===== config.mk =====
export PLATFORM = sky130hd
export DESIGN_NAME = flash_op_control_timing
export DESIGN_NICKNAME = d
export VERILOG_FILES = /design/src/include/flash_seq_pkg.sv /design/src/include/flash_timer_if.sv /design/src/verilog/flash_delay_timer.sv /design/src/verilog/flash_op_control_timing.sv
export SDC_FILE = /design/constraint.sdc
export NUM_CORES = 1
export LEC_CHECK = 0
export ABC_AREA = 0
export BUFFER_PORTS_ARGS = -buffer_cell sky130_fd_sc_hd__buf_2
export CAP_MARGIN = 20
export CELL_PAD_IN_SITES_DETAIL_PLACEMENT = 1
export CELL_PAD_IN_SITES_GLOBAL_PLACEMENT = 2
export CORE_UTILIZATION = 31
export DETAILED_ROUTE_END_ITERATION = 8
export PLACE_DENSITY = 0.93
export SLEW_MARGIN = 0
export SYNTH_ARGS = -nofsm -noshare
export SYNTH_HDL_FRONTEND = slang
export SYNTH_SLANG_ARGS = --single-unit

===== constraint.sdc =====
create_clock -name clk_i -period 7.67 [get_ports clk_i]
set_input_delay 0.3835 -clock clk_i [delete_from_list [all_inputs] [get_ports clk_i]]
set_output_delay 0.3835 -clock clk_i [all_outputs]
set_load 0.03 [all_outputs]

===== src/include/flash_seq_pkg.sv =====
// Constants, register map and timing counts of the flash operation sequencer.
// Assumes a single 40 MHz system clock; all counts derive from its period.
package flash_seq_pkg;

    // System clock period
    localparam int CLK_PERIOD_NS = 25;

    // Timer width, covers the longest count below
    localparam int TMR_W = 12;

    // Documented times, in ns
    localparam int T_PSUS_TYP_NS = 9400;
    localparam int T_ESUS_TYP_NS = 16000;
    localparam int T_DONES_TYP_NS = 16000;
    localparam int T_DRCV_MIN_NS = 16000;
    localparam int T_AISTOP_MAX_NS = 80;
    localparam int T_MRSTOP_MIN_NS = 10360;

    // Added system clock periods
    localparam int PLUS_FOUR = 4;
    localparam int PLUS_SEVEN = 7;
    localparam int PLUS_FIFTEEN = 15;

    function automatic int cyc_up(input int ns);
        int c;
        c = (ns + CLK_PERIOD_NS - 1) / CLK_PERIOD_NS;
        return (c < 1) ? 1 : c;
    endfunction

    function automatic int cyc_dn(input int ns);
        int c;
        c = ns / CLK_PERIOD_NS;
        return (c < 1) ? 1 : c;
    endfunction

    localparam logic [TMR_W-1:0] PSUS_CYC = TMR_W'(cyc_up(T_PSUS_TYP_NS) + PLUS_FOUR);
    localparam logic [TMR_W-1:0] ESUS_CYC = TMR_W'(cyc_up(T_ESUS_TYP_NS) + PLUS_FOUR);
    localparam logic [TMR_W-1:0] ABORT_CYC = TMR_W'(cyc_up(T_DONES_TYP_NS) + PLUS_FOUR);
    localparam logic [TMR_W-1:0] RECOVER_CYC = TMR_W'(cyc_up(T_DRCV_MIN_NS) + PLUS_SEVEN);
    localparam logic [TMR_W-1:0] AI_STOP_CYC = TMR_W'(cyc_dn(T_AISTOP_MAX_NS) + PLUS_FIFTEEN);
    localparam logic [TMR_W-1:0] MR_STOP_CYC = TMR_W'(cyc_up(T_MRSTOP_MIN_NS) + PLUS_FOUR);

    // APB register byte offsets
    localparam int APB_AW = 8;
    localparam logic [APB_AW-1:0] OFF_CTRL = 8'h00;
    localparam logic [APB_AW-1:0] OFF_STATUS = 8'h04;
    localparam logic [APB_AW-1:0] OFF_CHECK = 8'h08;
    localparam logic [APB_AW-1:0] OFF_READCFG = 8'h0C;
    localparam logic [APB_AW-1:0] OFF_IRQ_STS = 8'h10;
    localparam logic [APB_AW-1:0] OFF_IRQ_MSK = 8'h14;

    // Operation control fields
    localparam int CTRL_W = 4;
    localparam int B_HVE = 0;
    localparam int B_PSUS = 1;
    localparam int B_ESUS = 2;
    localparam int B_LOWPWR = 3;

    // Integrity check control fields
    localparam int CHK_W = 4;
    localparam int B_AIE = 0;
    localparam int B_AISUS = 1;
    localparam int B_INTEGRITY_BREAKPOINT_NEGATE = 2;
    localparam int B_MARGIN = 3;

    // Status fields
    localparam int STS_W = 6;
    localparam int B_DONE = 0;
    localparam int B_AID = 1;
    localparam int B_READY = 2;
    localparam int B_OPBUSY = 3;
    localparam int B_CKBUSY = 4;
    localparam int B_INLP = 5;

    // Read configuration fields
    localparam int READ_WAIT_CYCLES_W = 3;
    localparam int B_APC = 3;

    // Interrupt events
    localparam int IRQ_W = 3;
    localparam int E_DONE = 0;
    localparam int E_AID = 1;
    localparam int E_RECOV = 2;

    typedef enum logic [6:0] {
        OP_IDLE = 7'b000_0001,
        OP_RUN = 7'b000_0010,
        OP_SUSPENDING = 7'b000_0100,
        OP_SUSPENDED = 7'b000_1000,
        OP_ABORTING = 7'b001_0000,
        OP_FINISHED = 7'b010_0000,
        OP_LOWPWR = 7'b100_0000
    } op_state_t;

    typedef enum logic [6:0] {
        CK_IDLE = 7'b000_0001,
        CK_RUN = 7'b000_0010,
        CK_SUSPENDING = 7'b000_0100,
        CK_SUSPENDED = 7'b000_1000,
        CK_ABORTING = 7'b001_0000,
        CK_BREAK = 7'b010_0000,
        CK_FINISHED = 7'b100_0000
    } ck_state_t;

endpackage


===== src/include/flash_timer_if.sv =====
// Load/expire link between the sequencer and one delay timer.
// Assumes both ends share the system clock.
`timescale 1ns/1ps
`default_nettype none
interface flash_timer_if;
    import flash_seq_pkg::*;
    logic load;
    logic [TMR_W-1:0] count;
    logic expire;
    modport ctl (output load, output count, input expire);
    modport tmr (input load, input count, output expire);
endinterface
`default_nettype wire


===== src/verilog/flash_delay_timer.sv =====
// Down counter that pulses expire a fixed count after a load.
// Assumes load is a one-cycle request; a load of zero cancels.
`timescale 1ns/1ps
`default_nettype none
module flash_delay_timer
    import flash_seq_pkg::*;
(
    // Clock and reset
    input wire logic clk_i,
    input wire logic reset_i,
    // Control link
    flash_timer_if.tmr tif
);

    typedef struct packed {
        logic [TMR_W-1:0] cnt;
        logic expire;
    } tmr_state_t;

    tmr_state_t s_r;
    tmr_state_t s_nxt;

    always_comb begin
        s_nxt = s_r;
        s_nxt.expire = 1'b0;
        if (tif.load) begin
            s_nxt.cnt = tif.count;
        end else if (s_r.cnt != '0) begin
            s_nxt.cnt = s_r.cnt - TMR_W'(1);
            s_nxt.expire = (s_r.cnt == TMR_W'(1));
        end
    end

    always_ff @(posedge clk_i) begin
        if (reset_i) begin
            s_r <= '0;
        end else begin
            s_r <= s_nxt;
        end
    end

    assign tif.expire = s_r.expire;

endmodule
`default_nettype wire


===== src/verilog/flash_op_control_timing.sv =====
// Flash operation sequencer: program/erase and integrity check control.
// Assumes an APB master on clk_i and a flash array macro on the same clock.
//
// Function
// - Program suspend sets op complete after 9.4 us plus four clocks.
// - Erase suspend sets op complete after 16 us plus four clocks.
// - Clearing a suspend bit with high voltage on resumes, clears complete.
// - High voltage enable rising starts operation, clears complete at once.
// - High voltage enable falling aborts; complete after 16 us plus four.
// - Leaving low power takes 16 us plus seven clocks to recover.
// - Check enable rising starts check, clears check complete at once.
// - Clearing check suspend or breakpoint negate resumes, clears check complete.
// - Integrity check abort or suspend sets complete within 80 ns plus fifteen.
// - Margin read abort or suspend sets complete after 10.36 us plus four.
//
// Register access over APB and the register offsets were chosen for this implementation.
`timescale 1ns/1ps
`default_nettype none
module flash_op_control_timing
    import flash_seq_pkg::*;
#(
    parameter int DATA_W = 64,
    parameter int ADDR_W = 24,
    parameter logic [READ_WAIT_CYCLES_W-1:0] READ_WAIT_CYCLES_RESET = 3'h2,
    parameter logic APC_RESET = 1'b1
) (
    // Clock and reset
    input wire logic clk_i,
    input wire logic reset_i,
    // APB slave
    input wire logic psel_i,
    input wire logic penable_i,
    input wire logic pwrite_i,
    input wire logic [APB_AW-1:0] paddr_i,
    input wire logic [31:0] pwdata_i,
    output logic [31:0] prdata_o,
    output logic pready_o,
    output logic pslverr_o,
    // Interrupt
    output logic irq_o,
    // Flash array control
    input wire logic array_op_done_i,
    input wire logic check_done_i,
    input wire logic check_break_i,
    output logic pe_start_o,
    output logic pe_halt_o,
    output logic check_start_o,
    output logic check_halt_o,
    output logic low_power_o,
    // Array read port
    input wire logic rd_req_i,
    input wire logic [ADDR_W-1:0] rd_addr_i,
    input wire logic [DATA_W-1:0] array_rdata_i,
    output logic [ADDR_W-1:0] array_addr_o,
    output logic rd_busy_o,
    output logic rd_valid_o,
    output logic [DATA_W-1:0] rd_data_o
);

    typedef struct packed {
        op_state_t op;
        ck_state_t ck;
        logic [CTRL_W-1:0] ctrl;
        logic [CHK_W-1:0] chk;
        logic [READ_WAIT_CYCLES_W-1:0] read_wait_cycles;
        logic address_pipeline_ctrl;
        logic done;
        logic aid;
        logic ready;
        logic ck_margin;
        logic [IRQ_W-1:0] irq_sts;
        logic [IRQ_W-1:0] irq_msk;
        logic [IRQ_W-1:0] irq_seen;
        logic irq;
        logic pready;
        logic pslverr;
        logic [31:0] prdata;
        logic pe_start;
        logic pe_halt;
        logic ck_start;
        logic ck_halt;
        logic lp;
        logic rd_busy;
        logic [READ_WAIT_CYCLES_W-1:0] rd_cnt;
        logic rd_valid;
        logic [DATA_W-1:0] rd_data;
        logic [ADDR_W-1:0] rd_addr;
    } seq_state_t;

    seq_state_t s_r;
    seq_state_t s_nxt;

    flash_timer_if op_tif ();
    flash_timer_if ck_tif ();

    logic op_load;
    logic [TMR_W-1:0] op_count;
    logic ck_load;
    logic [TMR_W-1:0] ck_count;

    function automatic logic hit(input logic [APB_AW-1:0] a, input logic [APB_AW-1:0] off);
        return a == off;
    endfunction

    always_comb begin
        logic acc;
        logic wr;
        logic rd;
        logic [CTRL_W-1:0] cn;
        logic [CHK_W-1:0] kn;
        logic hv_rise;
        logic hv_fall;
        logic sus_clr;
        logic ck_off;
        logic [IRQ_W-1:0] ev;
        logic [31:0] rdat;
        logic mapped;
        acc = psel_i & penable_i;
        wr = acc & s_r.pready & pwrite_i;
        rd = acc & s_r.pready & ~pwrite_i;
        cn = s_r.ctrl;
        kn = s_r.chk;
        ev = '0;
        rdat = '0;
        mapped = 1'b1;
        op_load = 1'b0;
        op_count = '0;
        ck_load = 1'b0;
        ck_count = '0;
        s_nxt = s_r;
        s_nxt.pe_start = 1'b0;
        s_nxt.ck_start = 1'b0;
        s_nxt.rd_valid = 1'b0;

        // Register writes take effect at the completing edge
        if (wr && hit(paddr_i, OFF_CTRL)) begin
            cn = pwdata_i[CTRL_W-1:0];
        end
        if (wr && hit(paddr_i, OFF_CHECK)) begin
            kn = pwdata_i[CHK_W-1:0];
        end
        if (wr && hit(paddr_i, OFF_READCFG)) begin
            s_nxt.read_wait_cycles = pwdata_i[READ_WAIT_CYCLES_W-1:0];
            s_nxt.address_pipeline_ctrl = pwdata_i[B_APC];
        end
        if (wr && hit(paddr_i, OFF_IRQ_MSK)) begin
            s_nxt.irq_msk = pwdata_i[IRQ_W-1:0];
        end
        s_nxt.ctrl = cn;
        s_nxt.chk = kn;

        hv_rise = cn[B_HVE] & ~s_r.ctrl[B_HVE];
        hv_fall = ~cn[B_HVE] & s_r.ctrl[B_HVE];
        sus_clr = (s_r.ctrl[B_PSUS] | s_r.ctrl[B_ESUS]) & ~(cn[B_PSUS] | cn[B_ESUS]);

        // Program/erase sequencing
        unique case (s_r.op)
            OP_IDLE: begin
                if (cn[B_LOWPWR]) begin
                    s_nxt.op = OP_LOWPWR;
                    s_nxt.ready = 1'b0;
                end else if (hv_rise && s_r.ready) begin
                    s_nxt.op = OP_RUN;
                    s_nxt.done = 1'b0;
                    s_nxt.pe_start = 1'b1;
                end
            end
            OP_RUN: begin
                if (hv_fall) begin
                    s_nxt.op = OP_ABORTING;
                    op_load = 1'b1;
                    op_count = ABORT_CYC;
                end else if (cn[B_PSUS] && !s_r.ctrl[B_PSUS]) begin
                    s_nxt.op = OP_SUSPENDING;
                    op_load = 1'b1;
                    op_count = PSUS_CYC;
                end else if (cn[B_ESUS] && !s_r.ctrl[B_ESUS]) begin
                    s_nxt.op = OP_SUSPENDING;
                    op_load = 1'b1;
                    op_count = ESUS_CYC;
                end else if (array_op_done_i) begin
                    s_nxt.op = OP_FINISHED;
                    s_nxt.done = 1'b1;
                end
            end
            OP_SUSPENDING: begin
                if (hv_fall) begin
                    s_nxt.op = OP_ABORTING;
                    op_load = 1'b1;
                    op_count = ABORT_CYC;
                end else if (sus_clr && cn[B_HVE]) begin
                    // Cancel the pending suspend
                    s_nxt.op = OP_RUN;
                    op_load = 1'b1;
                end else if (op_tif.expire) begin
                    s_nxt.op = OP_SUSPENDED;
                    s_nxt.done = 1'b1;
                end
            end
            OP_SUSPENDED: begin
                if (hv_fall) begin
                    s_nxt.op = OP_ABORTING;
                    op_load = 1'b1;
                    op_count = ABORT_CYC;
                end else if (sus_clr && cn[B_HVE]) begin
                    s_nxt.op = OP_RUN;
                    s_nxt.done = 1'b0;
                end
            end
            OP_ABORTING: begin
                if (op_tif.expire) begin
                    s_nxt.op = OP_IDLE;
                    s_nxt.done = 1'b1;
                end
            end
            OP_FINISHED: begin
                if (hv_fall) begin
                    s_nxt.op = OP_IDLE;
                end
            end
            OP_LOWPWR: begin
                if (!cn[B_LOWPWR] && op_tif.expire) begin
                    s_nxt.op = OP_IDLE;
                    s_nxt.ready = 1'b1;
                    ev[E_RECOV] = 1'b1;
                end else if (!cn[B_LOWPWR] && s_r.ctrl[B_LOWPWR]) begin
                    op_load = 1'b1;
                    op_count = RECOVER_CYC;
                end else if (cn[B_LOWPWR]) begin
                    op_load = 1'b1;
                end
            end
        endcase

        // Integrity check and margin read sequencing
        ck_off = ~kn[B_AIE] & s_r.chk[B_AIE];
        unique case (s_r.ck)
            CK_IDLE: begin
                if (kn[B_AIE] && !s_r.chk[B_AIE]) begin
                    s_nxt.ck = CK_RUN;
                    s_nxt.aid = 1'b0;
                    s_nxt.ck_start = 1'b1;
                    s_nxt.ck_margin = kn[B_MARGIN];
                end
            end
            CK_RUN: begin
                if (ck_off || (kn[B_AISUS] && !s_r.chk[B_AISUS])) begin
                    s_nxt.ck = ck_off ? CK_ABORTING : CK_SUSPENDING;
                    ck_load = 1'b1;
                    ck_count = s_r.ck_margin ? MR_STOP_CYC : AI_STOP_CYC - TMR_W'(1);
                end else if (check_break_i && kn[B_INTEGRITY_BREAKPOINT_NEGATE]) begin
                    s_nxt.ck = CK_BREAK;
                    s_nxt.aid = 1'b1;
                end else if (check_done_i) begin
                    s_nxt.ck = CK_FINISHED;
                    s_nxt.aid = 1'b1;
                end
            end
            CK_SUSPENDING: begin
                if (ck_tif.expire) begin
                    s_nxt.ck = CK_SUSPENDED;
                    s_nxt.aid = 1'b1;
                end
            end
            CK_SUSPENDED, CK_BREAK: begin
                if (ck_off) begin
                    s_nxt.ck = CK_ABORTING;
                    ck_load = 1'b1;
                    ck_count = s_r.ck_margin ? MR_STOP_CYC : AI_STOP_CYC - TMR_W'(1);
                end else if ((s_r.ck == CK_SUSPENDED && !kn[B_AISUS])
                             || (s_r.ck == CK_BREAK && !kn[B_INTEGRITY_BREAKPOINT_NEGATE])) begin
                    s_nxt.ck = CK_RUN;
                    s_nxt.aid = 1'b0;
                end
            end
            CK_ABORTING: begin
                if (ck_tif.expire) begin
                    s_nxt.ck = CK_IDLE;
                    s_nxt.aid = 1'b1;
                end
            end
            CK_FINISHED: begin
                if (ck_off) begin
                    s_nxt.ck = CK_IDLE;
                end
            end
        endcase

        s_nxt.pe_halt = s_nxt.op inside {OP_SUSPENDING, OP_SUSPENDED, OP_ABORTING};
        s_nxt.ck_halt = s_nxt.ck inside {CK_SUSPENDING, CK_SUSPENDED, CK_ABORTING, CK_BREAK};
        s_nxt.lp = (s_nxt.op == OP_LOWPWR) && s_nxt.ctrl[B_LOWPWR];

        // Array reads, one clock plus one per wait state
        if (s_r.rd_busy) begin
            if (s_r.rd_cnt == '0) begin
                s_nxt.rd_busy = 1'b0;
                s_nxt.rd_valid = 1'b1;
                s_nxt.rd_data = array_rdata_i;
            end else begin
                s_nxt.rd_cnt = s_r.rd_cnt - READ_WAIT_CYCLES_W'(1);
            end
        end else if (rd_req_i && s_r.ready && (s_r.address_pipeline_ctrl || !s_r.rd_valid)) begin
            s_nxt.rd_busy = 1'b1;
            s_nxt.rd_cnt = s_r.read_wait_cycles;
            s_nxt.rd_addr = rd_addr_i;
        end

        // Sticky events; a new event wins over the read clear
        // Abort from a suspended state re-raises the event with the flag already set
        ev[E_DONE] = (s_nxt.done & ~s_r.done) | ((s_r.op == OP_ABORTING) & op_tif.expire);
        ev[E_AID] = (s_nxt.aid & ~s_r.aid) | ((s_r.ck == CK_ABORTING) & ck_tif.expire);
        s_nxt.irq_sts = s_r.irq_sts;
        if (rd && hit(paddr_i, OFF_IRQ_STS)) begin
            s_nxt.irq_sts = s_r.irq_sts & ~s_r.irq_seen;
        end
        s_nxt.irq_sts = s_nxt.irq_sts | ev;
        s_nxt.irq = |(s_nxt.irq_sts & s_nxt.irq_msk);

        // APB: one wait cycle, read data captured before completion
        unique case (paddr_i)
            OFF_CTRL: rdat[CTRL_W-1:0] = s_r.ctrl;
            OFF_CHECK: rdat[CHK_W-1:0] = s_r.chk;
            OFF_READCFG: rdat[B_APC:0] = {s_r.address_pipeline_ctrl, s_r.read_wait_cycles};
            OFF_IRQ_STS: rdat[IRQ_W-1:0] = s_r.irq_sts;
            OFF_IRQ_MSK: rdat[IRQ_W-1:0] = s_r.irq_msk;
            OFF_STATUS: begin
                rdat[B_DONE] = s_r.done;
                rdat[B_AID] = s_r.aid;
                rdat[B_READY] = s_r.ready;
                rdat[B_OPBUSY] = !(s_r.op inside {OP_IDLE, OP_FINISHED, OP_LOWPWR});
                rdat[B_CKBUSY] = !(s_r.ck inside {CK_IDLE, CK_FINISHED});
                rdat[B_INLP] = s_r.lp;
            end
            default: mapped = 1'b0;
        endcase
        s_nxt.pready = acc & ~s_r.pready;
        if (acc && !s_r.pready) begin
            s_nxt.prdata = rdat;
            s_nxt.pslverr = ~mapped;
            s_nxt.irq_seen = rdat[IRQ_W-1:0];
        end else if (s_r.pready) begin
            s_nxt.pslverr = 1'b0;
        end
    end

    always_ff @(posedge clk_i) begin
        if (reset_i) begin
            s_r <= '0;
            s_r.op <= OP_IDLE;
            s_r.ck <= CK_IDLE;
            s_r.done <= 1'b1;
            s_r.aid <= 1'b1;
            s_r.ready <= 1'b1;
            s_r.read_wait_cycles <= READ_WAIT_CYCLES_RESET;
            s_r.address_pipeline_ctrl <= APC_RESET;
        end else begin
            s_r <= s_nxt;
        end
    end

    assign op_tif.load = op_load;
    assign op_tif.count = op_count;
    assign ck_tif.load = ck_load;
    assign ck_tif.count = ck_count;

    flash_delay_timer u_op_timer (
        .clk_i(clk_i),
        .reset_i(reset_i),
        .tif(op_tif.tmr)
    );

    flash_delay_timer u_ck_timer (
        .clk_i(clk_i),
        .reset_i(reset_i),
        .tif(ck_tif.tmr)
    );

    assign prdata_o = s_r.prdata;
    assign pready_o = s_r.pready;
    assign pslverr_o = s_r.pslverr;
    assign irq_o = s_r.irq;
    assign pe_start_o = s_r.pe_start;
    assign pe_halt_o = s_r.pe_halt;
    assign check_start_o = s_r.ck_start;
    assign check_halt_o = s_r.ck_halt;
    assign low_power_o = s_r.lp;
    assign array_addr_o = s_r.rd_addr;
    assign rd_busy_o = s_r.rd_busy;
    assign rd_valid_o = s_r.rd_valid;
    assign rd_data_o = s_r.rd_data;

endmodule
`default_nettype wire

# --- Word level (Yosys, flattened, before mapping) ---
# Index checks and enable logic that the tools add are counted.
word_totals:
  register_bits: 172
  latchBits: 0
  ramBits: 0
  romBits: 0
  input_bits: 137
  output_inout_bits: 130
  wordCells: 259
  memories: 0
classes:
  n_addsub: 3
  multipliers: 0
  div_mod_pow: 0
  n_lt_le_gt_ge: 0
  eq_ne: 32
  shifts: 0
  n_mux: 96
  n_bitwise: 35
  reduce_logical: 62
ops:
  columns: ["op", "n"]
  rows:
  - ["two-way mux 7 bit", 23]
  - ["two-way mux 65 bit", 1]
  - ["two-way mux 10 bit", 6]
  - ["one-hot mux 7 bit (7 select lines)", 1]
  - ["one-hot mux 7 bit (6 select lines)", 1]
  - ["two-way mux 1 bit", 39]
  - ["one-hot mux 10 bit (3 select lines)", 1]
  - ["== test 7 x 3 -> 1 bit, second input constant", 4]
  - ["== test 7 x 4 -> 1 bit, second input constant", 4]
  - ["== test 7 x 5 -> 1 bit, second input constant", 4]
  - ["two-way mux 9 bit", 3]
  - ["two-way mux 13 bit", 2]
  - ["== test 12 x 1 -> 1 bit, second input constant", 2]
  - ["two-way mux 12 bit", 2]
  - ["nonzero test 12 bit", 2]
  - ["subtractor 12 x 1 -> 12 bit, second input constant", 2]
  - ["== test 7 x 6 -> 1 bit, second input constant", 3]
  - ["== test 7 bit, second input constant", 3]
  - ["logical AND 1 bit", 20]
  - ["one-hot mux 3 bit (6 select lines)", 1]
  - ["one-hot mux 9 bit (2 select lines)", 1]
  - ["== test 8 x 4 -> 1 bit, second input constant", 2]
  - ["== test 8 x 5 -> 1 bit, second input constant", 2]
  - ["two-way mux 4 bit", 4]
  - ["other kinds (29)", 95]

# --- Logic depth before layout (Yosys ltp) ---
# Gate-level depths: netlist of the first run.
depth:
  ltp_word: 17
  mapped_depth: 10
  ltp_nobuf: 8

# --- Hierarchy ---
# From an unflattened synthesis of the first run, not the netlist that was laid out.
hier_totals:
  cells_unflattened: 1136
  area_unflattened_um2: 8884.8
modules_own_cells:
  columns: ["module", "instances", "cells_each", "area_per_inst_um2", "seq_area_each_um2"]
  rows:
  - ["flash_op_control_timing", 1, 966, 7422.1, 2862.7]
  - ["flash_delay_timer at u_op_timer", 1, 87, 753.2, 260.2]
  - ["flash_delay_timer at u_ck_timer", 1, 83, 709.4, 260.2]

# --- Worst setup path before layout of the first run ---
# No wires, ideal clock.
synth_timing:
  kind: "in2reg"
  startpoint: "input paddr_i[0]"
  endpoint: "register s_r, in the netlist pe_halt_o"
  setup_time_ns: 0.103
  arrival_time_ns: 2.605
  t_required_ns: 7.567
  path_slack_ns: 4.962
  stages: 8
  path_buffers: 0
  cell_sequence: "or4_4 -> nor4b_4 -> nand4b_4 -> nor4b_4 -> a221oi_2 -> xor2_1 -> nand2_1 -> a2111oi_2"
synth_between:
  elab_chain_len: 12
  elab_cells_between_ends: 31
  cone_classes: "eq/ne (3); mux (13); bitwise (6); reduce/logical (9)"
synth_lines:
  columns: ["item", "line_no", "text"]
  rows:
  - ["start, declared", "flash_op_control_timing.sv:34", "input wire logic [APB_AW-1:0] paddr_i,"]
  - ["zero test 8 bit (*)", "flash_op_control_timing.sv:102", "return a == off;"]
  - ["logical AND 1 bit (*)", "flash_op_control_timing.sv:136", "if (wr && hit(paddr_i, OFF_CTRL)) begin"]
  - ["two-way mux 4 bit (*)", "flash_op_control_timing.sv:136", null]
  - ["bitwise OR 1 bit", "flash_op_control_timing.sv:154", "sus_clr = (s_r.ctrl[B_PSUS] | s_r.ctrl[B_ESUS]) & ~(cn[B_PSUS] | cn[B_ESUS]);"]
  - ["inverter 1 bit", "flash_op_control_timing.sv:154", null]
  - ["AND 1 bit", "flash_op_control_timing.sv:154", null]
  - ["logical AND 1 bit", "flash_op_control_timing.sv:191, flash_op_control_timing.sv:205", null]
  - ["two-way mux 7 bit, on equally long branches", "flash_op_control_timing.sv:205, flash_op_control_timing.sv:191", null]
  - ["two-way mux 7 bit, on equally long branches", "flash_op_control_timing.sv:201, flash_op_control_timing.sv:187", null]
  - ["one-hot mux 7 bit (7 select lines) (*)", "flash_op_control_timing.sv:157", "unique case (s_r.op)"]
  - ["== test 7 x 3 -> 1 bit, or another cell as far along", "flash_op_control_timing.sv:289", "s_nxt.pe_halt = s_nxt.op inside {OP_SUSPENDING, OP_SUSPENDED, OP_ABORTING};"]
  - ["nonzero test 3 bit (*)", "flash_op_control_timing.sv:289", null]
  - ["end signal, assigned", "flash_op_control_timing.sv:357", "s_r <= s_nxt;"]
  - ["end, declared", "flash_op_control_timing.sv:90", "seq_state_t s_r;"]
# Every way passes the cells marked *; elsewhere a longest branch is shown, timed or not.
# A chain may end at the register's enable or synchronous reset.

# --- Final worst setup path of the first run ---
layout_timing:
  startpoint: "input paddr_i[0]"
  endpoint: "register u_op_timer.s_r[4] in the netlist's numbering"
layout_between:
  elab_chain_len: 11
  elab_cells_between_ends: 30
  cone_classes: "mux (16); bitwise (5); reduce/logical (9)"
layout_lines:
  columns: ["item", "line_no", "text"]
  rows:
  - ["zero test 8 bit (*)", "flash_op_control_timing.sv:102", null]
  - ["logical AND 1 bit (*)", "flash_op_control_timing.sv:136", null]
  - ["two-way mux 4 bit (*)", "flash_op_control_timing.sv:136", null]
  - ["bitwise OR 1 bit", "flash_op_control_timing.sv:154", null]
  - ["inverter 1 bit", "flash_op_control_timing.sv:154", null]
  - ["AND 1 bit", "flash_op_control_timing.sv:154", null]
  - ["logical AND 1 bit", "flash_op_control_timing.sv:191", "end else if (sus_clr && cn[B_HVE]) begin"]
  - ["two-way mux 1 bit", "flash_op_control_timing.sv:191", null]
  - ["two-way mux 1 bit", "flash_op_control_timing.sv:187", "if (hv_fall) begin"]
  - ["one-hot mux 1 bit (4 select lines)", "flash_op_control_timing.sv:157", null]
  - ["two-way mux 12 bit or nonzero test 2 bit (tied branches)", null, null]
  - ["end signal, assigned", "flash_delay_timer.sv:38", "s_r <= s_nxt;"]
  - ["end, declared", "flash_delay_timer.sv:20", "tmr_state_t s_r;"]
# Marks and branches as above.

==> impl_metrics.env, run 1 <==
export IMPL_grt_pass1_wl_mm=39.65
export IMPL_yosys_register_bits=169
export IMPL_p_sw_uw=856.7
export IMPL_p_per_area_mw_per_mm2=256.1
export IMPL_setup_violations_final=0
export IMPL_critPathSlowestCell="a21oi_1"
export IMPL_cts_num_sinks=169
export IMPL_seqCellArea_sq_mm=0.003383
export IMPL_slowest_delay_ps=790
export IMPL_cts_max_level=4
export IMPL_worstSetupStartpointType="primary input"
export IMPL_tightest_slew_ps=1011
export IMPL_sw_frac_of_total_pct=34.54
export IMPL_grt_usage_pct=17.49
export IMPL_drt_wl_total_mm=25.03
export IMPL_place_area_sq_mm=0.009076
export IMPL_arrival_ps=4060
export IMPL_cap_violations=0
export IMPL_ys_warn_count=0
export IMPL_dieArea_sq_mm=0.02832
export IMPL_setup_ws_ps=3960
export IMPL_antenna_found_initial=2
export IMPL_tritoncts="built"
export IMPL_wire_per_inst_um=16.24
export IMPL_cts_hold_buf=0
export IMPL_post_cts_buffers=0
export IMPL_seqPwrFrac_pct=41.2
export IMPL_stdcell_area_sq_mm=0.009686
export IMPL_p_comb_share_pct=23.5
export IMPL_fill_cells=3333
export IMPL_yosysSeqAreaShare_pct=39.47
export IMPL_postRouteAntennaNets=0
export IMPL_clock_path_buffers=2
export IMPL_grt_pass1_vias=7382
export IMPL_vias=7520
export IMPL_clkPwrFrac_pct=35.3
export IMPL_irDropWorstVdd_v=0.0001198
export IMPL_rsz0062_at_grt="false"
export IMPL_worst_path_most_repeated_cell="a21oi_1"
export IMPL_ios=267
export IMPL_syn_area_sq_mm=0.008571
export IMPL_syn2layout_area_growth_pct=13.01
export IMPL_overflow=0
export IMPL_final_max_slew_viol_count=0
export IMPL_setup_worst_path_end_class="flip-flop"
export IMPL_p_leak_uw=0.004076
export IMPL_p_int_uw=1623
export IMPL_route_detailed_drc=0
export IMPL_setup_tns_final_ps=0
export IMPL_relSlewSlack_pct=31.64
export IMPL_gp_congestion=0.8837
export IMPL_fin_crit_sh_pct=48.37
export IMPL_fmax_mhz=269.5
export IMPL_min_period_ps=3710
export IMPL_dp_hpwl_mm=18.16
export IMPL_synth_top_area_share_pct=39.47
export IMPL_synth_top_area_cell="dfxtp_1"
export IMPL_first_pass_iters=4
export IMPL_multi_input_area_sq_mm=0.004109
export IMPL_drive_above_1_share_pct=22.37
export IMPL_path_class="in -> reg"
export IMPL_post_cts_resized=0
export IMPL_yosys_most_used_dff="dfxtp_1"
export IMPL_nets=1330
export IMPL_port_buffers=212
export IMPL_core_sq_mm=0.02703
export IMPL_synth_area_per_cell_sq_um=7.792
export IMPL_path_clk_slew_ps=80
export IMPL_r2r_cells=8
export IMPL_crit_fanout=13
export IMPL_initial_core_util_pct=31.71
export IMPL_clock_latency_ps=430
export IMPL_fp_dieH_um=168.3
export IMPL_ys_top_cells_by_area="dfxtp_1 (39%), nand2_1 (11%), buf_4 (11%)"
export IMPL_yosys_cell_types_count=68
export IMPL_hold_violations=0
export IMPL_worstPathRequired_ps=8020
export IMPL_clk_root_buffer_cell="clkbuf_16"
export IMPL_outcome="completed"
export IMPL_synth_edf_count=0
export IMPL_whs_ps=185.7
export IMPL_post_place_ws_ps=3506
export IMPL_drt_iter0_drc=486
export IMPL_die_x_um=168.3
export IMPL_skew_ps=14.95
export IMPL_std_cell_rows=60
export IMPL_grt_start_max_net_pins=91
export IMPL_hp_class="in -> reg"
export IMPL_async_flop_share_pct=0
export IMPL_cts_buffers_inserted=17
export IMPL_viasPerCell=4.880
export IMPL_postSynthCellCount=1100
export IMPL_crit_chain="buf_2, nor4_1, nand4b_1, mux2_2, o21ai_1, nor2_1, a21oi_1, nand3_1, a21oi_1"
export IMPL_whs_path_depth=3
[registers in the layout (all words and copies together), names as in the netlist]
signal and flops:
array_addr_o 24, pe_start_o 1, pready_o 1, u_ck_timer.s_r 12
low_power_o 1, rd_data_o 64, check_start_o 1, u_ck_timer.tif.expire 1
rd_valid_o 1, prdata_o 4, rd_busy_o 1, irq_o 1
pslverr_o 1, check_halt_o 1, u_op_timer.tif.expire 1, pe_halt_o 1
u_op_timer.s_r 12, s_r 41
[cells in the final DEF (no fill, tap or decap), types with 15 or more instances in the layout]
cell,count
nand2_1,250
buf_2,211
dfxtp_1,169
a21oi_1,146
nor2_1,75
conb_1,26
nor3_1,23
o21ai_0,21
inv_1,17
clkbuf_16,17
mux2i_1,16
nand3_1,16
xnor2_1,16
nor2b_1,15
[logic make-up (layout without fill, tap and decap cells)]
| group | count (synthesis) | count (layout) | synth area share [%] |
|---|---|---|---|
| AND/OR/NAND/NOR | 460 | 460 | 25.09 |
| multiplexers | 19 | 19 | 2.263 |
| adder cells (fa/ha/maj) | 8 | 8 | 1.168 |
| flip-flops | 169 | 169 | 39.47 |
| buffers and inverters | 192 | 265 | 13.69 |
| AO/OA/AOI/OAI | 225 | 225 | 15.61 |
| other | 1 | 28 | 0.04375 |
| XOR/XNOR | 26 | 26 | 2.657 |
[layout make-up]
class,instances,area share [%]
Clock inverter,15,1.847
Multi-Input combinational cell,764,42.42
Inverter,17,0.6588
Sequential cell,169,34.93
Antenna cell,2,0.05167
Tap cell,341,4.405
Clock buffer,17,4.392
Timing Repair Buffer,216,11.29
[synthesized netlist by cell type, types with 15 or more instances]
cell / instances
nor2b_1: 15
nand2_1: 250
dfxtp_1: 169
nor2_1: 75
mux2i_1: 16
xnor2_1: 16
nor3_1: 23
inv_1: 17
clkbuf_1: 51
o21ai_0: 21
nand3_1: 16
a21oi_1: 146
buf_4: 120
[worst paths after layout]
check | from | endpoint | slack (ps)
worst max-delay path | paddr_i[0] | u_op_timer.s_r[4] | 3960
worst min-delay path | array_rdata_i[53] | rd_data_o[53] | 190
worst max register to register | pready_o | u_op_timer.s_r[4] | 4130
worst min register to register | rd_data_o[62] | rd_data_o[62] | 450
[worst max-delay path: cells and delay by family]
family,cells,cell delay [ps]
simple gates,4,1670
buf+inv,1,100
compound gates,3,1300
mux,1,580
[metal layers]
layer	global-route usage, %	vias to the layer above	wire (um)
li1	-	3754	-
met1	22.28	3556	11400
met2	29.70	185	12040
met3	3.479	23	1194
met4	5.217	2	382
met5	0	-	13
[power groups by stage]
stage	Sequential, uW	Clock [uW]	Combinational, uW
detailed placement	1040	0	584
CTS	1020	903	587
global route	1040	938	649
finish	1020	876	582
floorplan	1020	0	498
global placement	1040	0	565
[metrics by stage]
step	utilization, %	cells	power [uW]
6_report	35.84	1541	2480
2_1_floorplan	-	1125	1522
5_1_grt	35.82	1539	2622
3_5_place_dp	33.58	1507	1626
4_1_cts	35.82	1539	2513
3_3_place_gp	33.58	1507	1604
Power figures use the tool's default switching activity.
==> inputs of run 2 (changes only) <==
Settings changed: CORE_UTILIZATION 31 to 26, PLACE_DENSITY 0.93 to 0.84.
Clock period 7.67 ns to 3.19 ns, I/O delays scaled along.
==> run 2 against run 1 <==
Worst setup slack got worse by 3600 ps; critical path type is now reg -> reg; sequential power increased by 140%; clock power increased by 130%; power increased by 140%; global-route usage decreased by 1.4 points; sequential share of layout area decreased by 3.4 points; first-iteration DRC count decreased by 32%; utilization decreased by 2.8 points; non-clock buffer count increased by 99; cell count increased by 13%; routed wire length increased by 11%; count of clock-buffer cells in the layout increased by 1.
==> impl_metrics.env, run 2 (same netlist as run 1, synthesis figures left out) <==
export IMPL_outcome="completed"
export IMPL_min_period_ps=2790
export IMPL_met2_usage_pct=27.65
export IMPL_clock_latency_ps=430
export IMPL_fin_crit_sh_pct=87.45
export IMPL_worstSetupStartpointType="flip-flop"
export IMPL_slowest_delay_ps=730
export IMPL_grt_start_max_net_pins=65
export IMPL_gp_congestion=0.8888
export IMPL_clk_root_buffer_cell="clkbuf_16"
export IMPL_grt_usage_pct=16.10
export IMPL_p_per_area_mw_per_mm2=555.3
export IMPL_grt_pass1_wl_mm=43.15
export IMPL_fp_dieH_um=183.6
export IMPL_hold_violations=0
export IMPL_dieArea_sq_mm=0.03369
export IMPL_port_buffers=212
export IMPL_post_place_ws_ps=422.6
export IMPL_r2r_slack_ps=400
export IMPL_use_met1_pct=19.52
export IMPL_layout_commonest_cell="nand2_1"
export IMPL_nets=1429
export IMPL_wire_per_inst_um=15.89
export IMPL_antenna_found_initial=6
export IMPL_drt_wl_total_mm=27.73
export IMPL_viasPerCell=4.633
export IMPL_largest_reg_flops=64
export IMPL_cts_hold_buf=83
export IMPL_cap_violations=0
export IMPL_path_class="reg -> reg"
export IMPL_hp_class="in -> reg"
export IMPL_tritoncts="built"
export IMPL_core_sq_mm=0.03245
export IMPL_fill_cells=3994
export IMPL_tightest_slew_ps=908.7
export IMPL_postRouteAntennaNets=0
export IMPL_grt_busiest_layer="met2"
export IMPL_dp_hpwl_mm=19.05
export IMPL_vias=8085
export IMPL_post_cts_resized=0
export IMPL_relSlewSlack_pct=39.42
export IMPL_grt_pass1_vias=8230
export IMPL_die_x_um=183.6
export IMPL_ios=267
export IMPL_rsz0062_at_grt="false"
export IMPL_p_leak_uw=0.004481
export IMPL_final_max_slew_viol_count=0
export IMPL_worstPathRequired_ps=3440
export IMPL_setup_violations_final=0
export IMPL_critPathSlowestCell="o311ai_0"
export IMPL_skew_ps=15.10
export IMPL_post_cts_buffers=0
export IMPL_first_pass_iters=5
export IMPL_crit_fanout=8
export IMPL_cts_max_level=4
export IMPL_setup_tns_final_ps=0
export IMPL_initial_core_util_pct=26.41
export IMPL_use_met3_pct=2.991
export IMPL_clock_path_buffers=2
export IMPL_syn2layout_area_growth_pct=25.15
export IMPL_setup_worst_path_end_class="flip-flop"
export IMPL_cts_buffers_inserted=17
export IMPL_crit_chain="nor3_1, nand2_1, nor4_1, a21oi_1, nor2_1, a221oi_1, o311ai_0"
export IMPL_overflow=0
export IMPL_route_detailed_drc=0
export IMPL_path_clk_slew_ps=80
export IMPL_drt_iter0_drc=329
export IMPL_setup_ws_ps=400.3
export IMPL_arrival_ps=3040
export IMPL_drive_above_1_share_pct=21.82
export IMPL_std_cell_rows=66
export IMPL_final_cell_mix="nand2_1 (250), buf_2 (211), dfxtp_1 (169)"
export IMPL_cts_num_sinks=169
export IMPL_irDropWorstVdd_v=0.0003700
export IMPL_fmax_mhz=358.5
==> run 2: cell count changes in the layout (fill, tap and decap cells not counted), moves of 2 or more <==
cell / before / now
dlygate4sd3_1: 0 / 83
inv_6: 2 / 4
clkinv_2: 0 / 2
clkinv_8: 5 / 1
diode_2: 2 / 6
buf_4: 5 / 21
==> run 2: report_power, final <==
part	total, uW	internal (uW)	switching [uW]
Combinational	1490	609	883
Sequential	2460	2300	160
Clock	2000	1030	972
Total	5960	3940	2020
==> run 2: worst max-delay path: cells and delay by family, from the launching register on <==
| kind | cells | cell delay (ps) |
|---|---|---|
| compound gates | 3 | 920 |
| flops | 1 | 410 |
| simple gates | 4 | 1290 |
==> run 2: layout make-up <==
type                       instances  area [sq um]  share of cell area [%]
timing repair buffer             315          2044                   19.06
inverter                          17         63.81                  0.5949
clock buffer                      18         429.2                   4.001
antenna                            6         15.01                  0.1400
multi-input combinational        764          4109                   38.31
tap                              442         553.0                   5.156
clock inverter                    14         128.9                   1.201
sequential                       169          3383                   31.54
==> run 2: path summary, 6_finish.rpt <==
path                                       start                to  cells past startpoint
worst min-delay path                rd_addr_i[1]   array_addr_o[1]                      3
worst max-delay path                    s_r[165]             irq_o                      7
worst min register to register  array_addr_o[11]  array_addr_o[11]                      2
worst max register to register          s_r[165]             irq_o                      7
==> run 2: through the flow <==
stage          cells  hold slack, ps  power [uW]  area, sq um  util, %
5_1_grt         1743           9.196        6305        10720    33.04
4_1_cts         1739          0.7951        6030        10710    33.01
3_5_place_dp    1624           407.4        3915         9323    28.73
6_report        1745           20.94        5957        10730    33.05
3_3_place_gp    1624           400.3        3863         9323    28.73
2_1_floorplan   1125           288.0        3660         8665        -
==> run 2: layer usage <==
metal	routed length (um)	vias up
met3	1317	51
met1	11900	3863
li1	-	3948
met4	801	4
met2	13680	219
met5	29	-
==> inputs of run 3 (changes only) <==
Settings changed: MAX_ROUTING_LAYER from default to met4, SLEW_MARGIN 0 to 15.
==> run 3 against run 2 <==
Via count about the same; die area is the same; worst setup slack got worse by 12 ps; worst hold slack improved by 0.71 ps; fmax fell by 0.42%; cell count is 0.11% higher; sequential power about the same; count of clock-buffer cells in the layout is the same; first-iteration DRC count stayed put; utilization is essentially flat; clock power is essentially flat; design area about the same; largest power group unchanged.
==> impl_metrics.env, run 3 (same netlist as run 1, synthesis figures left out) <==
export IMPL_setup_worst_path_end_class="flip-flop"
export IMPL_clock_latency_ps=430
export IMPL_setup_tns_final_ps=0
export IMPL_crit_path_end="irq_o"
export IMPL_overflow=0
export IMPL_grt_usage_pct=16.61
export IMPL_cap_violations=0
export IMPL_worstSetupStartpointType="flip-flop"
export IMPL_p_leak_uw=0.004481
export IMPL_fmax_mhz=357.0
export IMPL_drt_iter0_drc=329
export IMPL_r2r_slack_ps=390
export IMPL_grt_busiest_layer="met2"
export IMPL_hp_class="in -> reg"
export IMPL_dieArea_sq_mm=0.03369
export IMPL_vias=8083
export IMPL_setup_violations_final=0
export IMPL_setup_ws_ps=388.6
export IMPL_initial_core_util_pct=26.41
export IMPL_die_x_um=183.6
export IMPL_use_met3_pct=3.071
export IMPL_worstReg2RegEnd="irq_o"
export IMPL_tritoncts="built"
export IMPL_post_place_ws_ps=422.6
export IMPL_tightest_slew_ps=940.4
export IMPL_p_per_area_mw_per_mm2=555.0
export IMPL_crit_chain="nor3_1, nand2_1, nor4_1, a21oi_1, nor2_1, a221oi_1, o311ai_0"
export IMPL_cts_max_level=4
export IMPL_cts_hold_buf=83
export IMPL_critPathSlowestCell="o311ai_0"
export IMPL_port_buffers=212
export IMPL_nets=1429
export IMPL_dp_hpwl_mm=19.05
export IMPL_final_cell_mix="nand2_1 (250), buf_2 (211), dfxtp_1 (169)"
export IMPL_path_class="reg -> reg"
export IMPL_gp_congestion=0.9037
export IMPL_r2r_start="s_r[165]"
export IMPL_arrival_ps=3050
export IMPL_viasPerCell=4.627
export IMPL_outcome="completed"
export IMPL_drt_wl_total_mm=27.78
export IMPL_core_sq_mm=0.03245
export IMPL_grt_pass1_wl_mm=43.19
export IMPL_grt_pass1_vias=8217
export IMPL_first_pass_iters=5
export IMPL_syn2layout_area_growth_pct=25.21
export IMPL_antenna_found_initial=6
export IMPL_rsz0062_at_grt="false"
export IMPL_met2_usage_pct=27.65
export IMPL_p_total_uw=5956
export IMPL_relSlewSlack_pct=37.31
export IMPL_slowest_delay_ps=740
export IMPL_layout_commonest_cell="nand2_1"
export IMPL_post_cts_resized=0
export IMPL_ios=267
export IMPL_clock_path_buffers=2
export IMPL_r2r_cells=7
export IMPL_largest_reg_flops=64
export IMPL_route_detailed_drc=0
export IMPL_clk_root_buffer_cell="clkbuf_16"
export IMPL_path_clk_slew_ps=80
export IMPL_skew_ps=15.41
export IMPL_irDropWorstVdd_v=0.0003688
export IMPL_crit_path_start="s_r[165]"
export IMPL_min_period_ps=2801
export IMPL_whs_ps=21.65
export IMPL_fin_crit_sh_pct=87.82
export IMPL_cts_num_sinks=169
export IMPL_std_cell_rows=66
export IMPL_hold_violations=0
export IMPL_grt_start_max_net_pins=65
export IMPL_postRouteAntennaNets=0
export IMPL_final_max_slew_viol_count=0
export IMPL_use_met1_pct=19.63
export IMPL_worstPathRequired_ps=3440
export IMPL_fin_util_pct=33.07
export IMPL_cts_buffers_inserted=17
export IMPL_crit_fanout=8
export IMPL_drive_above_1_share_pct=21.82
export IMPL_wire_per_inst_um=15.90
export IMPL_post_cts_buffers=0
export IMPL_fp_dieH_um=183.6
-- run 3: changes by cell type in the layout (fill, tap and decap cells not counted) --
cell,delta
diode_2,+2
-- run 3: worst min path at each step --
stage               cells after the start  slack, ps               end        startpoint
detailed placement                      3        410   array_addr_o[8]      rd_addr_i[8]
global route                            3          7  array_addr_o[13]     rd_addr_i[13]
floorplan                               2        290          s_r[148]       pwdata_i[1]
finish                                  3         20   array_addr_o[1]      rd_addr_i[1]
global placement                        3        400      rd_data_o[7]  array_rdata_i[7]
CTS                                     3        0.8   array_addr_o[1]      rd_addr_i[1]
-- run 3: per-stage QoR --
step / area (sq um) / cells
after floorplan: 8665 / 1125
after global placement: 9323 / 1624
after detailed placement: 9323 / 1624
after CTS: 10710 / 1739
after global routing: 10730 / 1745
final: 10730 / 1747
-- run 3: power by group --
part / switching (uW) / total, uW / internal [uW]
registers: 160 / 2460 / 2300
logic: 884 / 1490 / 609
clock network: 972 / 2000 / 1030
total: 2020 / 5960 / 3940
-- run 3: critical path, delay by kind of cell, from the launching register on --
kind / cells / cell delay (ps)
simple gates: 4 / 1290
flops: 1 / 400
compound gates: 3 / 930
-- run 3: cell type report --
class,count,area (sq um)
diodes,8,20.02
clock buffers,18,429.2
clock inverters,14,128.9
fillers,3995,21720
inverters,17,63.81
multi-input cells,764,4109
flip-flops and latches,169,3383
well taps,442,553.0
repair buffers,315,2044
-- run 3: per-layer routing --
metal  vias to the layer above  wire, um
li1                       3952         -
met1                      3875     12080
met2                       211     13760
met3                        45      1193
met4                         0       743
met5                         -         0
